==> config.mk <==
export PLATFORM = sky130hd
export DESIGN_NAME = spc_top
export DESIGN_NICKNAME = d
export VERILOG_FILES = /design/src/logic/spc_pkg.sv /design/src/logic/spc_top.sv /design/src/logic/spc_tx.sv
export SDC_FILE = /design/constraint.sdc
export NUM_CORES = 1
export LEC_CHECK = 0
export BUFFER_PORTS_ARGS = -buffer_cell sky130_fd_sc_hd__buf_2
export CELL_PAD_IN_SITES_DETAIL_PLACEMENT = 1
export CELL_PAD_IN_SITES_GLOBAL_PLACEMENT = 1
export CORE_AREA = 2 2 120 122
export CTS_CLUSTER_SIZE = 25
export DETAILED_ROUTE_END_ITERATION = 10
export DIE_AREA = 0 0 122 124
export PLACE_DENSITY = 0.82
export SYNTH_ARGS = -nofsm -noshare
export SYNTH_HDL_FRONTEND = slang
export SYNTH_SLANG_ARGS = --single-unit
==> constraint.sdc <==
create_clock -name SYS_CLK -period 4.95 [get_ports SYS_CLK]
set_input_delay 0.2475 -clock SYS_CLK [delete_from_list [all_inputs] [get_ports SYS_CLK]]
set_output_delay 0.2475 -clock SYS_CLK [all_outputs]
set_load 0.02 [all_outputs]
==> src/logic/spc_pkg.sv <==
/*
 * spc_pkg: register map, field positions, reset values, modes and timing
 * constants of the serial port control block.
 * Assumes nothing of its surroundings.
 */
package spc_pkg;
  // register offsets on the plain register port
  localparam logic [7:0] SPC_ADDR_RATE   = 8'h87;
  localparam logic [7:0] SPC_ADDR_CTRL   = 8'h98;
  localparam logic [7:0] SPC_ADDR_SBUF   = 8'h99;
  localparam logic [7:0] SPC_ADDR_ADDR   = 8'hA9;
  localparam logic [7:0] SPC_ADDR_BCAST  = 8'hB9;
  localparam logic [7:0] SPC_ADDR_DIV    = 8'hBA;
  localparam logic [7:0] SPC_ADDR_IRQST  = 8'hBB;
  localparam logic [7:0] SPC_ADDR_IRQMSK = 8'hBC;
  // reset values
  localparam logic [7:0] SPC_RATE_RST    = 8'h10;
  localparam logic [7:0] SPC_CTRL_RST    = 8'h00;
  localparam logic [7:0] SPC_DIV_RST     = 8'h04;
  // power_and_serial_rate_control fields
  localparam int SPC_RATE_DBL  = 7;
  localparam int SPC_RATE_VIEW = 6;
  // serial_port_control fields
  localparam int SPC_CTRL_MB0  = 7;
  localparam int SPC_CTRL_MB1  = 6;
  localparam int SPC_CTRL_MP   = 5;
  localparam int SPC_CTRL_REN  = 4;
  localparam int SPC_CTRL_TB8  = 3;
  localparam int SPC_CTRL_RB8  = 2;
  localparam int SPC_CTRL_TI   = 1;
  localparam int SPC_CTRL_RI   = 0;
  // interrupt status bits
  localparam int SPC_IRQ_TX = 0;
  localparam int SPC_IRQ_RX = 1;
  localparam int SPC_IRQ_FE = 2;
  // oscillator clocks per machine cycle: 12-clock mode
  localparam int SPC_CLK_PER_CYC = 12;
  // fixed-rate divisor of mode 2: 64 clocks per bit, 32 when doubled
  localparam int SPC_MODE2_DIV   = 64;
  localparam int SPC_SAMPLES     = 16;
  localparam logic [3:0] SPC_MID = 4'h7;
  localparam logic [3:0] SPC_BITS8 = 4'h8;
  localparam logic [3:0] SPC_BITS9 = 4'h9;
  typedef enum logic [1:0] {
    SPC_M_SHIFT = 2'b00,
    SPC_M_UART8 = 2'b01,
    SPC_M_FIX9  = 2'b10,
    SPC_M_VAR9  = 2'b11
  } spc_mode_t;
  typedef enum logic [1:0] {
    SPC_IDLE  = 2'b00,
    SPC_START = 2'b01,
    SPC_DATA  = 2'b11,
    SPC_STOP  = 2'b10
  } spc_state_t;
endpackage : spc_pkg

==> src/logic/spc_top.sv <==
/*
 * spc_top: control and status logic of the serial port: mode select,
 * baud timing, receiver with framing check and address recognition,
 * flags and interrupt. Transmit shifter is spc_tx.
 * Assumes a plain register port on SYS_CLK and an asynchronous line.
 */
// Added by the designer: the address-and-strobe port.
`timescale 1ns/1ps
module spc_top import spc_pkg::*; #(
  parameter int CLK_PER_CYC = SPC_CLK_PER_CYC
) (
  // clock and reset
  input  wire logic       SYS_CLK,
  input  wire logic       RST_B,
  // register port
  input  wire logic [7:0] ADDR,
  input  wire logic [7:0] WDATA,
  input  wire logic       WR,
  input  wire logic       RD,
  output logic      [7:0] RDATA,
  // serial line
  input  wire logic       RXD_IN,
  output logic            TXD,
  output logic            SHIFT_CLK,
  // interrupt
  output logic            IRQ
);
  localparam int DIVW = 16;
  logic rst_s1_ff, rst_n;
  logic rxd_s1_ff, rxd_s2_ff;

  always_ff @(posedge SYS_CLK or negedge RST_B) begin
    if (!RST_B) begin
      rst_s1_ff <= 1'b0;
      rst_n     <= 1'b0;
    end else begin
      rst_s1_ff <= 1'b1;
      rst_n     <= rst_s1_ff;
    end
  end

  always_ff @(posedge SYS_CLK or negedge rst_n) begin
    if (!rst_n) begin
      rxd_s1_ff <= 1'b1;
      rxd_s2_ff <= 1'b1;
    end else begin
      rxd_s1_ff <= RXD_IN;
      rxd_s2_ff <= rxd_s1_ff;
    end
  end

  function automatic logic hit(input logic [7:0] a, input logic [7:0] b, input logic s);
    hit = s && (a == b);
  endfunction : hit

  typedef struct packed {
    logic [7:0]  rate;
    logic [7:0]  ctrl;
    logic        fe;
    logic [7:0]  rbuf;
    logic [7:0]  own_addr;
    logic [7:0]  bcast;
    logic [DIVW-1:0] div;
    logic [2:0]  irq_st;
    logic [2:0]  irq_msk;
    logic [DIVW-1:0] pre;
    logic [3:0]  tx_sub;
    spc_state_t  rst_st;
    logic [3:0]  rx_sub;
    logic [3:0]  rx_cnt;
    logic [8:0]  rx_sh;
    logic        rx_prev;
    logic [7:0]  rdata;
    logic        irq;
  } spc_state_all_t;
  spc_state_all_t s_ff, nxt_s;

  logic [1:0] mode;
  logic       tx_load, tx_busy, tx_done, txd_w, sclk_w;
  logic       samp_tick, bit_tick, tx_tick;
  logic [DIVW-1:0] period;
  logic       rx_set, fe_set, sh_tick;

  assign mode = {s_ff.ctrl[SPC_CTRL_MB0], s_ff.ctrl[SPC_CTRL_MB1]};
  assign tx_load = WR && (ADDR == SPC_ADDR_SBUF) && !tx_busy;

  // oversampling period per bit/16; mode 0 runs one bit per machine cycle
  always_comb begin
    case (mode)
      SPC_M_SHIFT: period = DIVW'(CLK_PER_CYC);
      SPC_M_FIX9:  period = s_ff.rate[SPC_RATE_DBL] ?
                            DIVW'(SPC_MODE2_DIV / (2 * SPC_SAMPLES)) : DIVW'(SPC_MODE2_DIV / SPC_SAMPLES);
      default:     period = s_ff.rate[SPC_RATE_DBL] ?
                            {1'b0, s_ff.div[DIVW-1:1]} : s_ff.div;
    endcase
  end
  assign samp_tick = (s_ff.pre == '0);
  assign tx_tick   = (mode == SPC_M_SHIFT) ? samp_tick : (samp_tick && s_ff.tx_sub == '0);
  assign sh_tick   = samp_tick;

  spc_tx u_tx (
    .clk       (SYS_CLK),
    .rst_n     (rst_n),
    .mode      (mode),
    .tb8       (s_ff.ctrl[SPC_CTRL_TB8]),
    .load      (tx_load),
    .data      (WDATA),
    .tick      (tx_tick),
    .txd       (txd_w),
    .shift_clk (sclk_w),
    .busy      (tx_busy),
    .done      (tx_done)
  );

  always_comb begin
    logic [7:0] rv;
    logic       stop_ok, accept, nine;
    logic       rb8_new, rb8_upd;
    rv      = '0;
    rb8_new = 1'b0;
    rb8_upd = 1'b0;
    stop_ok = 1'b0;
    accept  = 1'b0;
    nine    = 1'b0;
    nxt_s   = s_ff;
    rx_set  = 1'b0;
    fe_set  = 1'b0;
    bit_tick = 1'b0;
    nxt_s.rx_prev = rxd_s2_ff;
    // prescaler and transmit bit divider
    nxt_s.pre = samp_tick ? ((period == '0) ? '0 : period - DIVW'(1)) : s_ff.pre - DIVW'(1);
    if (samp_tick) begin
      nxt_s.tx_sub = s_ff.tx_sub + 4'h1;
    end
    // receiver
    case (s_ff.rst_st)
      SPC_IDLE: begin
        if (s_ff.ctrl[SPC_CTRL_REN]) begin
          if (mode == SPC_M_SHIFT) begin
            if (!s_ff.ctrl[SPC_CTRL_RI]) begin
              nxt_s.rst_st = SPC_DATA;
              nxt_s.rx_cnt = '0;
            end
          end else if (s_ff.rx_prev && !rxd_s2_ff) begin
            nxt_s.rst_st = SPC_START;
            nxt_s.rx_sub = '0;
          end
        end
      end
      SPC_START: if (sh_tick) begin
        nxt_s.rx_sub = s_ff.rx_sub + 4'h1;
        if (s_ff.rx_sub == SPC_MID) begin
          nxt_s.rst_st = rxd_s2_ff ? SPC_IDLE : SPC_DATA;
          nxt_s.rx_sub = '0;
          nxt_s.rx_cnt = '0;
        end
      end
      SPC_DATA: if (sh_tick) begin
        nxt_s.rx_sub = s_ff.rx_sub + 4'h1;
        bit_tick = (mode == SPC_M_SHIFT) || (s_ff.rx_sub == 4'(SPC_SAMPLES - 1));
        if (bit_tick) begin
          nxt_s.rx_sh  = {rxd_s2_ff, s_ff.rx_sh[8:1]};
          nxt_s.rx_cnt = s_ff.rx_cnt + 4'h1;
          if (mode == SPC_M_SHIFT && s_ff.rx_cnt == SPC_BITS8 - 4'h1) begin
            nxt_s.rst_st = SPC_IDLE;
            nxt_s.rbuf   = {rxd_s2_ff, s_ff.rx_sh[8:2]};
            rx_set       = 1'b1;
          end else if (s_ff.rx_cnt == (mode[1] ? SPC_BITS9 : SPC_BITS8) - 4'h1) begin
            nxt_s.rst_st = SPC_STOP;
          end
        end
      end
      SPC_STOP: if (sh_tick) begin
        nxt_s.rx_sub = s_ff.rx_sub + 4'h1;
        if (s_ff.rx_sub == 4'(SPC_SAMPLES - 1)) begin
          // halfway through the stop bit
          nxt_s.rst_st = SPC_IDLE;
          stop_ok = rxd_s2_ff;
          fe_set  = !stop_ok;
          nine    = mode[1] ? s_ff.rx_sh[8] : stop_ok;
          if (mode[1]) begin
            accept = !s_ff.ctrl[SPC_CTRL_MP] || (nine &&
                     (hit(s_ff.rx_sh[7:0], s_ff.own_addr, 1'b1) || hit(s_ff.rx_sh[7:0], s_ff.bcast, 1'b1)));
          end else begin
            accept = !s_ff.ctrl[SPC_CTRL_MP] || stop_ok;
          end
          if (accept && !s_ff.ctrl[SPC_CTRL_RI]) begin
            nxt_s.rbuf = mode[1] ? s_ff.rx_sh[7:0] : s_ff.rx_sh[8:1];
            // applied after the register writes so a same-cycle write cannot drop it
            rb8_new = mode[1] ? nine : stop_ok;
            rb8_upd = mode[1] || !s_ff.ctrl[SPC_CTRL_MP];
            rx_set  = 1'b1;
          end
        end
      end
      default: nxt_s.rst_st = SPC_IDLE;
    endcase
    // register writes
    if (WR) begin
      case (ADDR)
        SPC_ADDR_RATE: nxt_s.rate = {WDATA[7:6], s_ff.rate[5:0]};
        SPC_ADDR_CTRL: begin
          nxt_s.ctrl = WDATA;
          if (s_ff.rate[SPC_RATE_VIEW]) begin
            nxt_s.ctrl[SPC_CTRL_MB0] = s_ff.ctrl[SPC_CTRL_MB0];
            nxt_s.fe = WDATA[SPC_CTRL_MB0];
          end
        end
        SPC_ADDR_ADDR:   nxt_s.own_addr = WDATA;
        SPC_ADDR_BCAST:  nxt_s.bcast = WDATA;
        SPC_ADDR_DIV:    nxt_s.div = {{(DIVW-8){1'b0}}, WDATA};
        SPC_ADDR_IRQST:  nxt_s.irq_st = s_ff.irq_st & ~WDATA[2:0];
        SPC_ADDR_IRQMSK: nxt_s.irq_msk = WDATA[2:0];
        default: ;
      endcase
    end
    // hardware sets win over software clears
    if (tx_done) begin
      nxt_s.ctrl[SPC_CTRL_TI] = 1'b1;
      nxt_s.irq_st[SPC_IRQ_TX] = 1'b1;
    end
    if (rx_set) begin
      nxt_s.ctrl[SPC_CTRL_RI] = 1'b1;
      if (rb8_upd) begin
        nxt_s.ctrl[SPC_CTRL_RB8] = rb8_new;
      end
      nxt_s.irq_st[SPC_IRQ_RX] = 1'b1;
    end
    if (fe_set) begin
      nxt_s.fe = 1'b1;
      nxt_s.irq_st[SPC_IRQ_FE] = 1'b1;
    end
    // reads
    if (RD) begin
      case (ADDR)
        SPC_ADDR_RATE:   rv = s_ff.rate;
        SPC_ADDR_CTRL: begin
          rv = s_ff.ctrl;
          rv[SPC_CTRL_MB0] = s_ff.rate[SPC_RATE_VIEW] ? s_ff.fe : s_ff.ctrl[SPC_CTRL_MB0];
        end
        SPC_ADDR_SBUF:   rv = s_ff.rbuf;
        SPC_ADDR_ADDR:   rv = s_ff.own_addr;
        SPC_ADDR_BCAST:  rv = s_ff.bcast;
        SPC_ADDR_DIV:    rv = s_ff.div[7:0];
        SPC_ADDR_IRQST:  rv = {5'h00, s_ff.irq_st};
        SPC_ADDR_IRQMSK: rv = {5'h00, s_ff.irq_msk};
        default:         rv = 8'h00;
      endcase
    end
    nxt_s.rdata = rv;
    nxt_s.irq   = |(nxt_s.irq_st & nxt_s.irq_msk);
  end

  always_ff @(posedge SYS_CLK or negedge rst_n) begin
    if (!rst_n) begin
      s_ff <= '{rate: SPC_RATE_RST, ctrl: SPC_CTRL_RST, fe: 1'b0, rbuf: '0, own_addr: '0, bcast: '0,
                div: DIVW'(SPC_DIV_RST), irq_st: '0, irq_msk: '0, pre: '0, tx_sub: '0,
                rst_st: SPC_IDLE, rx_sub: '0, rx_cnt: '0, rx_sh: '0, rx_prev: 1'b1, rdata: '0, irq: 1'b0};
    end else begin
      s_ff <= nxt_s;
    end
  end

  assign RDATA     = s_ff.rdata;
  assign IRQ       = s_ff.irq;
  assign TXD       = txd_w;
  assign SHIFT_CLK = sclk_w;

  AST_RI_ON_RX: assert property (@(posedge SYS_CLK) disable iff (!rst_n)
    rx_set |=> s_ff.ctrl[SPC_CTRL_RI]) else $error("receive flag not set");
  AST_TI_ON_TX: assert property (@(posedge SYS_CLK) disable iff (!rst_n)
    tx_done |=> s_ff.ctrl[SPC_CTRL_TI]) else $error("transmit flag not set");
  AST_FE_STICKY: assert property (@(posedge SYS_CLK) disable iff (!rst_n)
    s_ff.fe && !(WR && ADDR == SPC_ADDR_CTRL) |=> s_ff.fe) else $error("framing flag lost");
  AST_FE_SET: assert property (@(posedge SYS_CLK) disable iff (!rst_n)
    fe_set |=> s_ff.fe) else $error("framing flag not set");
  AST_NO_RX_DISABLED: assert property (@(posedge SYS_CLK) disable iff (!rst_n)
    s_ff.rst_st == SPC_IDLE && !s_ff.ctrl[SPC_CTRL_REN] |=> s_ff.rst_st == SPC_IDLE)
    else $error("receiver started while disabled");
  AST_VIEW_READ: assert property (@(posedge SYS_CLK) disable iff (!rst_n)
    RD && ADDR == SPC_ADDR_CTRL && s_ff.rate[SPC_RATE_VIEW] && !fe_set && !WR
    |=> RDATA[SPC_CTRL_MB0] == $past(s_ff.fe)) else $error("bit 7 view wrong");
  AST_MP_MODE1: assert property (@(posedge SYS_CLK) disable iff (!rst_n)
    rx_set && mode == SPC_M_UART8 && s_ff.ctrl[SPC_CTRL_MP] |-> !fe_set)
    else $error("receive flag despite bad stop");
  AST_MP_ADDR: assert property (@(posedge SYS_CLK) disable iff (!rst_n)
    rx_set && mode[1] && s_ff.ctrl[SPC_CTRL_MP] |=> s_ff.ctrl[SPC_CTRL_RB8])
    else $error("address frame without ninth bit");
  AST_DBL_PERIOD: assert property (@(posedge SYS_CLK) disable iff (!rst_n)
    mode == SPC_M_FIX9 && s_ff.rate[SPC_RATE_DBL] |-> period == DIVW'(SPC_MODE2_DIV / (2 * SPC_SAMPLES)))
    else $error("double rate not applied");
  AST_IRQ_LEVEL: assert property (@(posedge SYS_CLK) disable iff (!rst_n)
    IRQ == |(s_ff.irq_st & s_ff.irq_msk)) else $error("interrupt level wrong");
  CV_RX: cover property (@(posedge SYS_CLK) disable iff (!rst_n) rx_set);
  CV_TX: cover property (@(posedge SYS_CLK) disable iff (!rst_n) tx_done);
  CV_FE: cover property (@(posedge SYS_CLK) disable iff (!rst_n) fe_set);
  CV_IRQ: cover property (@(posedge SYS_CLK) disable iff (!rst_n) IRQ);
endmodule : spc_top

==> src/logic/spc_tx.sv <==
/*
 * spc_tx: transmit shifter of the serial port.
 * Assumes a one-cycle tick per bit time and a one-cycle load strobe
 * from the control logic, both on the same clock.
 */
`timescale 1ns/1ps
module spc_tx import spc_pkg::*; (
  // clock and reset
  input  wire logic       clk,
  input  wire logic       rst_n,
  // control
  input  wire logic [1:0] mode,
  input  wire logic       tb8,
  input  wire logic       load,
  input  wire logic [7:0] data,
  input  wire logic       tick,
  // line and events
  output logic            txd,
  output logic            shift_clk,
  output logic            busy,
  output logic            done
);
  typedef struct packed {
    spc_state_t st;
    logic [8:0] sh;
    logic [3:0] cnt;
    logic       txd;
    logic       sclk;
    logic       done;
  } spc_tx_t;
  spc_tx_t cur_ff, nxt_cur;

  always_comb begin
    nxt_cur      = cur_ff;
    nxt_cur.done = 1'b0;
    case (cur_ff.st)
      SPC_IDLE: begin
        nxt_cur.txd  = 1'b1;
        nxt_cur.sclk = 1'b1;
        if (load) begin
          nxt_cur.sh  = {tb8, data};
          nxt_cur.cnt = '0;
          nxt_cur.st  = (mode == SPC_M_SHIFT) ? SPC_DATA : SPC_START;
        end
      end
      SPC_START: if (tick) begin
        nxt_cur.txd = 1'b0;
        nxt_cur.st  = SPC_DATA;
      end
      SPC_DATA: if (tick) begin
        nxt_cur.txd  = cur_ff.sh[0];
        nxt_cur.sh   = {1'b1, cur_ff.sh[8:1]};
        nxt_cur.cnt  = cur_ff.cnt + 4'h1;
        nxt_cur.sclk = (mode == SPC_M_SHIFT) ? 1'b0 : 1'b1;
        // ninth bit only in modes 2 and 3
        if (cur_ff.cnt == ((mode[1]) ? SPC_BITS9 : SPC_BITS8)) begin
          nxt_cur.txd = 1'b1;
          nxt_cur.sclk = 1'b1;
          if (mode == SPC_M_SHIFT) begin
            nxt_cur.st   = SPC_IDLE;
            nxt_cur.done = 1'b1;
          end else begin
            nxt_cur.st   = SPC_STOP;
            nxt_cur.done = 1'b1;
          end
        end
      end else if (mode == SPC_M_SHIFT) begin
        nxt_cur.sclk = 1'b1;
      end
      SPC_STOP: if (tick) begin
        nxt_cur.st = SPC_IDLE;
      end
      default: nxt_cur.st = SPC_IDLE;
    endcase
  end

  always_ff @(posedge clk or negedge rst_n) begin
    if (!rst_n) begin
      cur_ff <= '{st: SPC_IDLE, sh: '0, cnt: '0, txd: 1'b1, sclk: 1'b1, done: 1'b0};
    end else begin
      cur_ff <= nxt_cur;
    end
  end

  assign txd       = cur_ff.txd;
  assign shift_clk = cur_ff.sclk;
  assign busy      = (cur_ff.st != SPC_IDLE);
  assign done      = cur_ff.done;

  AST_TX_STOP_HIGH: assert property (@(posedge clk) disable iff (!rst_n)
    cur_ff.st == SPC_STOP |-> txd) else $error("stop bit not high");
  AST_TX_DONE_ONCE: assert property (@(posedge clk) disable iff (!rst_n)
    done |=> !done) else $error("transmit done longer than one cycle");
endmodule : spc_tx

==> After elaboration in Yosys (flattened, before gate mapping) <==
Index checks and enable logic that the tools add are counted.
W data, S select, Z words.
{ "totals": {"wordCells": 233, "reg_bits": 120} }
{ "classes": {"n_eq_ne": 44, "n_reduce_logical": 53, "muxes": 93, "bitwise_logic": 4, "add_sub_neg": 7} }
{ "ops": {"columns": ["operator", "n"], "rows": [
  ["$mux W8", 9],
  ["$eq A8 B8 Y1 const B", 8],
  ["$pmux W8 S8", 1],
  ["$mux W16", 3],
  ["$mux W1", 41],
  ["$ne A2 B2 Y1 const B", 17],
  ["$logic_not A16 Y1", 2],
  ["$pmux W16 S2", 1],
  ["$sub A16 B1 Y16 const B", 2],
  ["$mux W10", 3],
  ["$pmux W13 S2", 1],
  ["$mux W2", 12],
  ["$pmux W6 S4", 1],
  ["$mux W4", 5],
  ["$reduce_bool A2 Y1", 10],
  ["$mux W19", 1],
  ["$mux W6", 3],
  ["$add A4 B1 Y4 const B", 4],
  ["$eq A8 B8 Y1", 2],
  ["$pmux W8 S2", 1],
  ["$reduce_and A2 Y1", 8],
  ["$mux W15", 1],
  ["$reduce_and A3 Y1", 5],
  ["$mux W13", 1],
  ["28 further kinds", 59]
]} }

==> Depth between registers and ports, before layout <==
{ "logic_depth": {"depth_word": 16, "mapped_depth": 10, "mapped_depth_nobuf": 8} }

==> Modules after synthesis <==
From an unflattened synthesis, not the netlist that was laid out.
{ "hier_totals": {"hier_cells": 633, "area_unflattened_um2": 6678.9} }
{ "by_module_without_submodules": {"columns": ["mod", "instances", "area_each_um2", "cells_each"], "rows": [
  ["spc_top", 1, 5719.2, 547],
  ["spc_tx", 1, 959.7, 86]
]} }

==> Least setup slack after synthesis <==
OpenSTA, ideal clock, no wires.
{ "synth_path": {"kind": "flip-flop to flip-flop", "start": "register s_ff[111] (netlist name)", "end": "register s_ff[42] (netlist name)", "path_stages_with_launch": 11, "slack_ns": 2.737, "n_path_buf": 3, "arrival_ns": 2.085, "t_required_ns": 4.822, "cell_sequence": "dfrtp_1 > buf_2 > clkbuf_1 > mux2_2 > nand2_1 > ha_1 > nand2_1 > or3_1 > buf_2 > nand4_1 > o21ai_0"} }
{ "synth_lines": {"columns": ["element", "line_no", "source"], "rows": [
  ["start, declared", "spc_top.sv:76", "spc_state_all_t s_ff, nxt_s;"],
  ["start signal, assigned", "spc_top.sv:256", "s_ff <= '{rate: SPC_RATE_RST, ctrl: SPC_CTRL_RST, fe: 1'b0, rbuf: '0, own_addr: '0, bcast: '0,"],
  ["start signal, assigned", "spc_top.sv:260", "s_ff <= nxt_s;"]
]} }

==> Worst setup path after layout <==
{ "layout_path": {"start": "register s_ff[33] (netlist name)", "end": "register s_ff[13] (netlist name)"} }
{ "layout_between": {"elab_chain_cells": 2} }
{ "layout_lines": {"columns": ["element", "line_no", "source"], "rows": [
  ["$logic_not A16 Y1", "spc_top.sv:97", "assign samp_tick = (s_ff.pre == '0);"],
  ["$reduce_and A3 Y1 (no source line)", null, null]
]} }
Every way passes these cells.
A chain may end at the register's enable or synchronous reset.

==> metrics <==
H-tree depth=4; R2R depth=6; Async S/R FF share, synth=100%; nets=677; worst min path class=in -> async; worst reg2reg setup slack=1.87 ns; Setup Fix Bufs, Post-CTS=0; slowest stage cell, crit path=and4_1; Die Area=0.0151 sq mm; max-slew violations=0; vias in the first global route=5,410; worst-case vdd ir drop=247 uV; Synth area leader=dfrtp_1; fin crit share=62.1%; Overflow after GRT=0; residual DRC count=0; Synth Cell Area=0.00661 sq mm; Crit Path Class=reg -> reg; Primary FF master, synth=dfrtp_1; total CTS buffers=17; kind of end point of the critical path=flop; Crit path max-delay family=simple AND/OR/NAND/NOR gates; worst r2r src=s_ff[33]; Final Skew=0.00761 ns; Initial Util=48.2%; # rows=43; Buffers & Inverters on Critical Path=1; Synth Net Count=664; WL final=18,100 um; global-route wire length before repair=29,100 um; top post-synthesis cells by area=dfrtp_1 (43%), mux2_2 (8.3%), xnor2_1 (4.0%); final setup fails=0; power per cell area=346 mW/mm^2; Mapped Cells=634; CTS Buffer Depth=2; DR pass1 iterations=5; crit path DAT=3.39 ns; wire length per cell=21.6 um; Distinct cells, synth=77; Routed Antenna Nets=0; number of max-cap violations=0; reg2reg end=s_ff[13]; number of synthesized register bits=120; share of cells above drive strength 1=22.2%; via count=5,129; worst-margin pin slew=1.14 ns; Yosys warnings=0; antenna violations before repair=0; Static Leak=3.23 nW; CTS tree=built; Worst-path clk slew=0.06 ns; top-area cell type share of the netlist area=43.1%; CP Max Fanout=27; mean post-synth cell area=10.4 sq um; Fillers=1,503; ANT cells=0; Buffers on Ports=31; Clock Sinks=120; post-CTS sizing=0; largest net degree at the start of global routing=65; area grow syn2layout=11.3%; CP Launch Type=flop; CTS root buf=clkbuf_16; Inst Count DP=806; GRT Util Overall=25.5%; fin crit period=3.08 ns; outcome=completed; Die Y=124 um; crit-path cells=inv_1 -> ha_1 -> nor3b_4 -> and4_1 -> nand4_4 -> mux2_2; slew margin rel.=23.8%; vias per cell=6.11; EDFF count, synth=0; gp weighted congestion=0.900; 1st-iter DRT viols=450; Req. time, crit path=5.26 ns; sequential area share after synthesis=45.5%; HPWL after detailed placement=12,100 um; # IOs=32; Post-Layout Cell Count=839; max frequency=325 MHz; setup TNS=0 ns; final hold viol count=0; later-pin clock latency in the skew report=0.43 ns; die width=122 um; core area=0.0137 sq mm; Slowest Stage Delay on Critical Path=0.99 ns; RSZ-0062 raised after global routing=no; CP startpoint=s_ff[33]
==> metrics by stage <==
step	worst slack, ns	hold slack (ns)	utilization (%)	power, mW	cell area (sq um)
after floorplan	1.37	-0.0481	-	1.27	6610
after detailed placement	1.98	0.0344	49.4	1.34	6770
after global placement	2.13	0.0322	49.4	1.33	6770
after global routing	1.72	0.145	53.7	2.64	7360
final	1.87	0.134	53.7	2.55	7360
after CTS	1.93	0.123	53.7	2.57	7360
==> logic make-up (layout without fill, tap and decap cells) <==
| kind of cell | after synthesis | count (layout) | synth area share [%] |
|---|---|---|---|
| adders and majority gates | 9 | 9 | 1.70 |
| muxes | 78 | 78 | 13.0 |
| other | 1 | 1 | 0.0567 |
| AOI/OAI and AO/OA | 136 | 136 | 13.1 |
| and+or+nand+nor | 194 | 194 | 17.2 |
| DFF | 120 | 120 | 45.5 |
| buffers and inverters | 60 | 85 | 4.67 |
| xor gates and xnor gates | 36 | 36 | 4.77 |
==> layer usage <==
metal	vias to the layer above	track usage [%]	share of wire (%)
met5	-	0	0
met1	2607	32.3	42
li1	2315	-	-
met4	0	12.1	3.2
met2	163	41.8	49
met3	44	5.54	5.9
==> power by group <==
part | internal, mW | switching (mW)
logic | 0.0893 | 0.110
clock network | 0.747 | 0.458
registers | 1.04 | 0.101
==> placed cells by master (no fill, tap or decap), types with 7 or more instances in the layout <==
| cell | count |
|---|---|
| ha_1 | 9 |
| a22oi_1 | 7 |
| o21ai_0 | 33 |
| a31oi_1 | 12 |
| buf_2 | 31 |
| nand4_1 | 9 |
| clkbuf_16 | 17 |
| dfrtp_1 | 113 |
| nand3_1 | 11 |
| nor2_1 | 46 |
| mux2_2 | 49 |
| inv_1 | 20 |
| xnor2_1 | 30 |
| nand2b_1 | 7 |
| nor3_1 | 13 |
| nand2_1 | 54 |
| a222oi_1 | 7 |
| a21oi_1 | 40 |
| mux2i_1 | 25 |
==> cell usage after synthesis (3+ instances only) <==
cell        n
dfrtp_1   114
nand2_1    54
mux2_2     49
nor2_1     46
a21oi_1    40
o21ai_0    33
xnor2_1    30
mux2i_1    25
inv_1      20
clkbuf_1   14
nor3_1     13
a31oi_1    12
nand3_1    11
buf_2      10
buf_4       9
ha_1        9
nand4_1     9
a222oi_1    7
a22oi_1     7
nand2b_1    7
dfstp_2     6
nor4_1      6
xor2_1      6
buf_6       5
nor2b_1     5
o211ai_1    5
a21o_1      3
mux2_4      3
nand4b_1    3
nor3_4      3
nor4_2      3
o22ai_1     3
o31ai_1     3
==> registers in the layout (all words and copies together), names as in the netlist <==
| register | count |
|---|---|
| RDATA | 8 |
| u_tx.shift_clk | 1 |
| u_tx.done | 1 |
| u_tx.cur_ff | 15 |
| mode | 2 |
| rxd_s2_ff | 1 |
| s_ff | 87 |
| rst_n | 1 |
| IRQ | 1 |
| rxd_s1_ff | 1 |
| rst_s1_ff | 1 |
| u_tx.txd | 1 |
==> repair_timing <==
action / 4_1_cts / 5_1_grt
hold buffers: 2 / 0
setup endpoints to repair: 0 / 0
hold endpoints to repair: 3 / 0
==> cell type report <==
| cell class | count | area [sq um] | area share [%] |
|---|---|---|---|
| clock buffer | 19 | 443 | 6.02 |
| clock inverter | 12 | 129 | 1.75 |
| tap | 180 | 225 | 3.06 |
| inverter | 20 | 75.1 | 1.02 |
| sequential | 120 | 3010 | 40.9 |
| timing repair buffer | 34 | 183 | 2.48 |
| multi-input combinational | 454 | 3290 | 44.7 |
==> worst max path at each step <==
stage	slack, ns	endpoint	depth (start not counted)
after floorplan	1.37	IRQ	0
after global placement	2.13	s_ff[15]	6
after detailed placement	1.98	s_ff[16]	6
after CTS	1.93	s_ff[13]	6
after global routing	1.72	s_ff[21]	8
final	1.87	s_ff[13]	6
(Power assumes the default switching activity.)
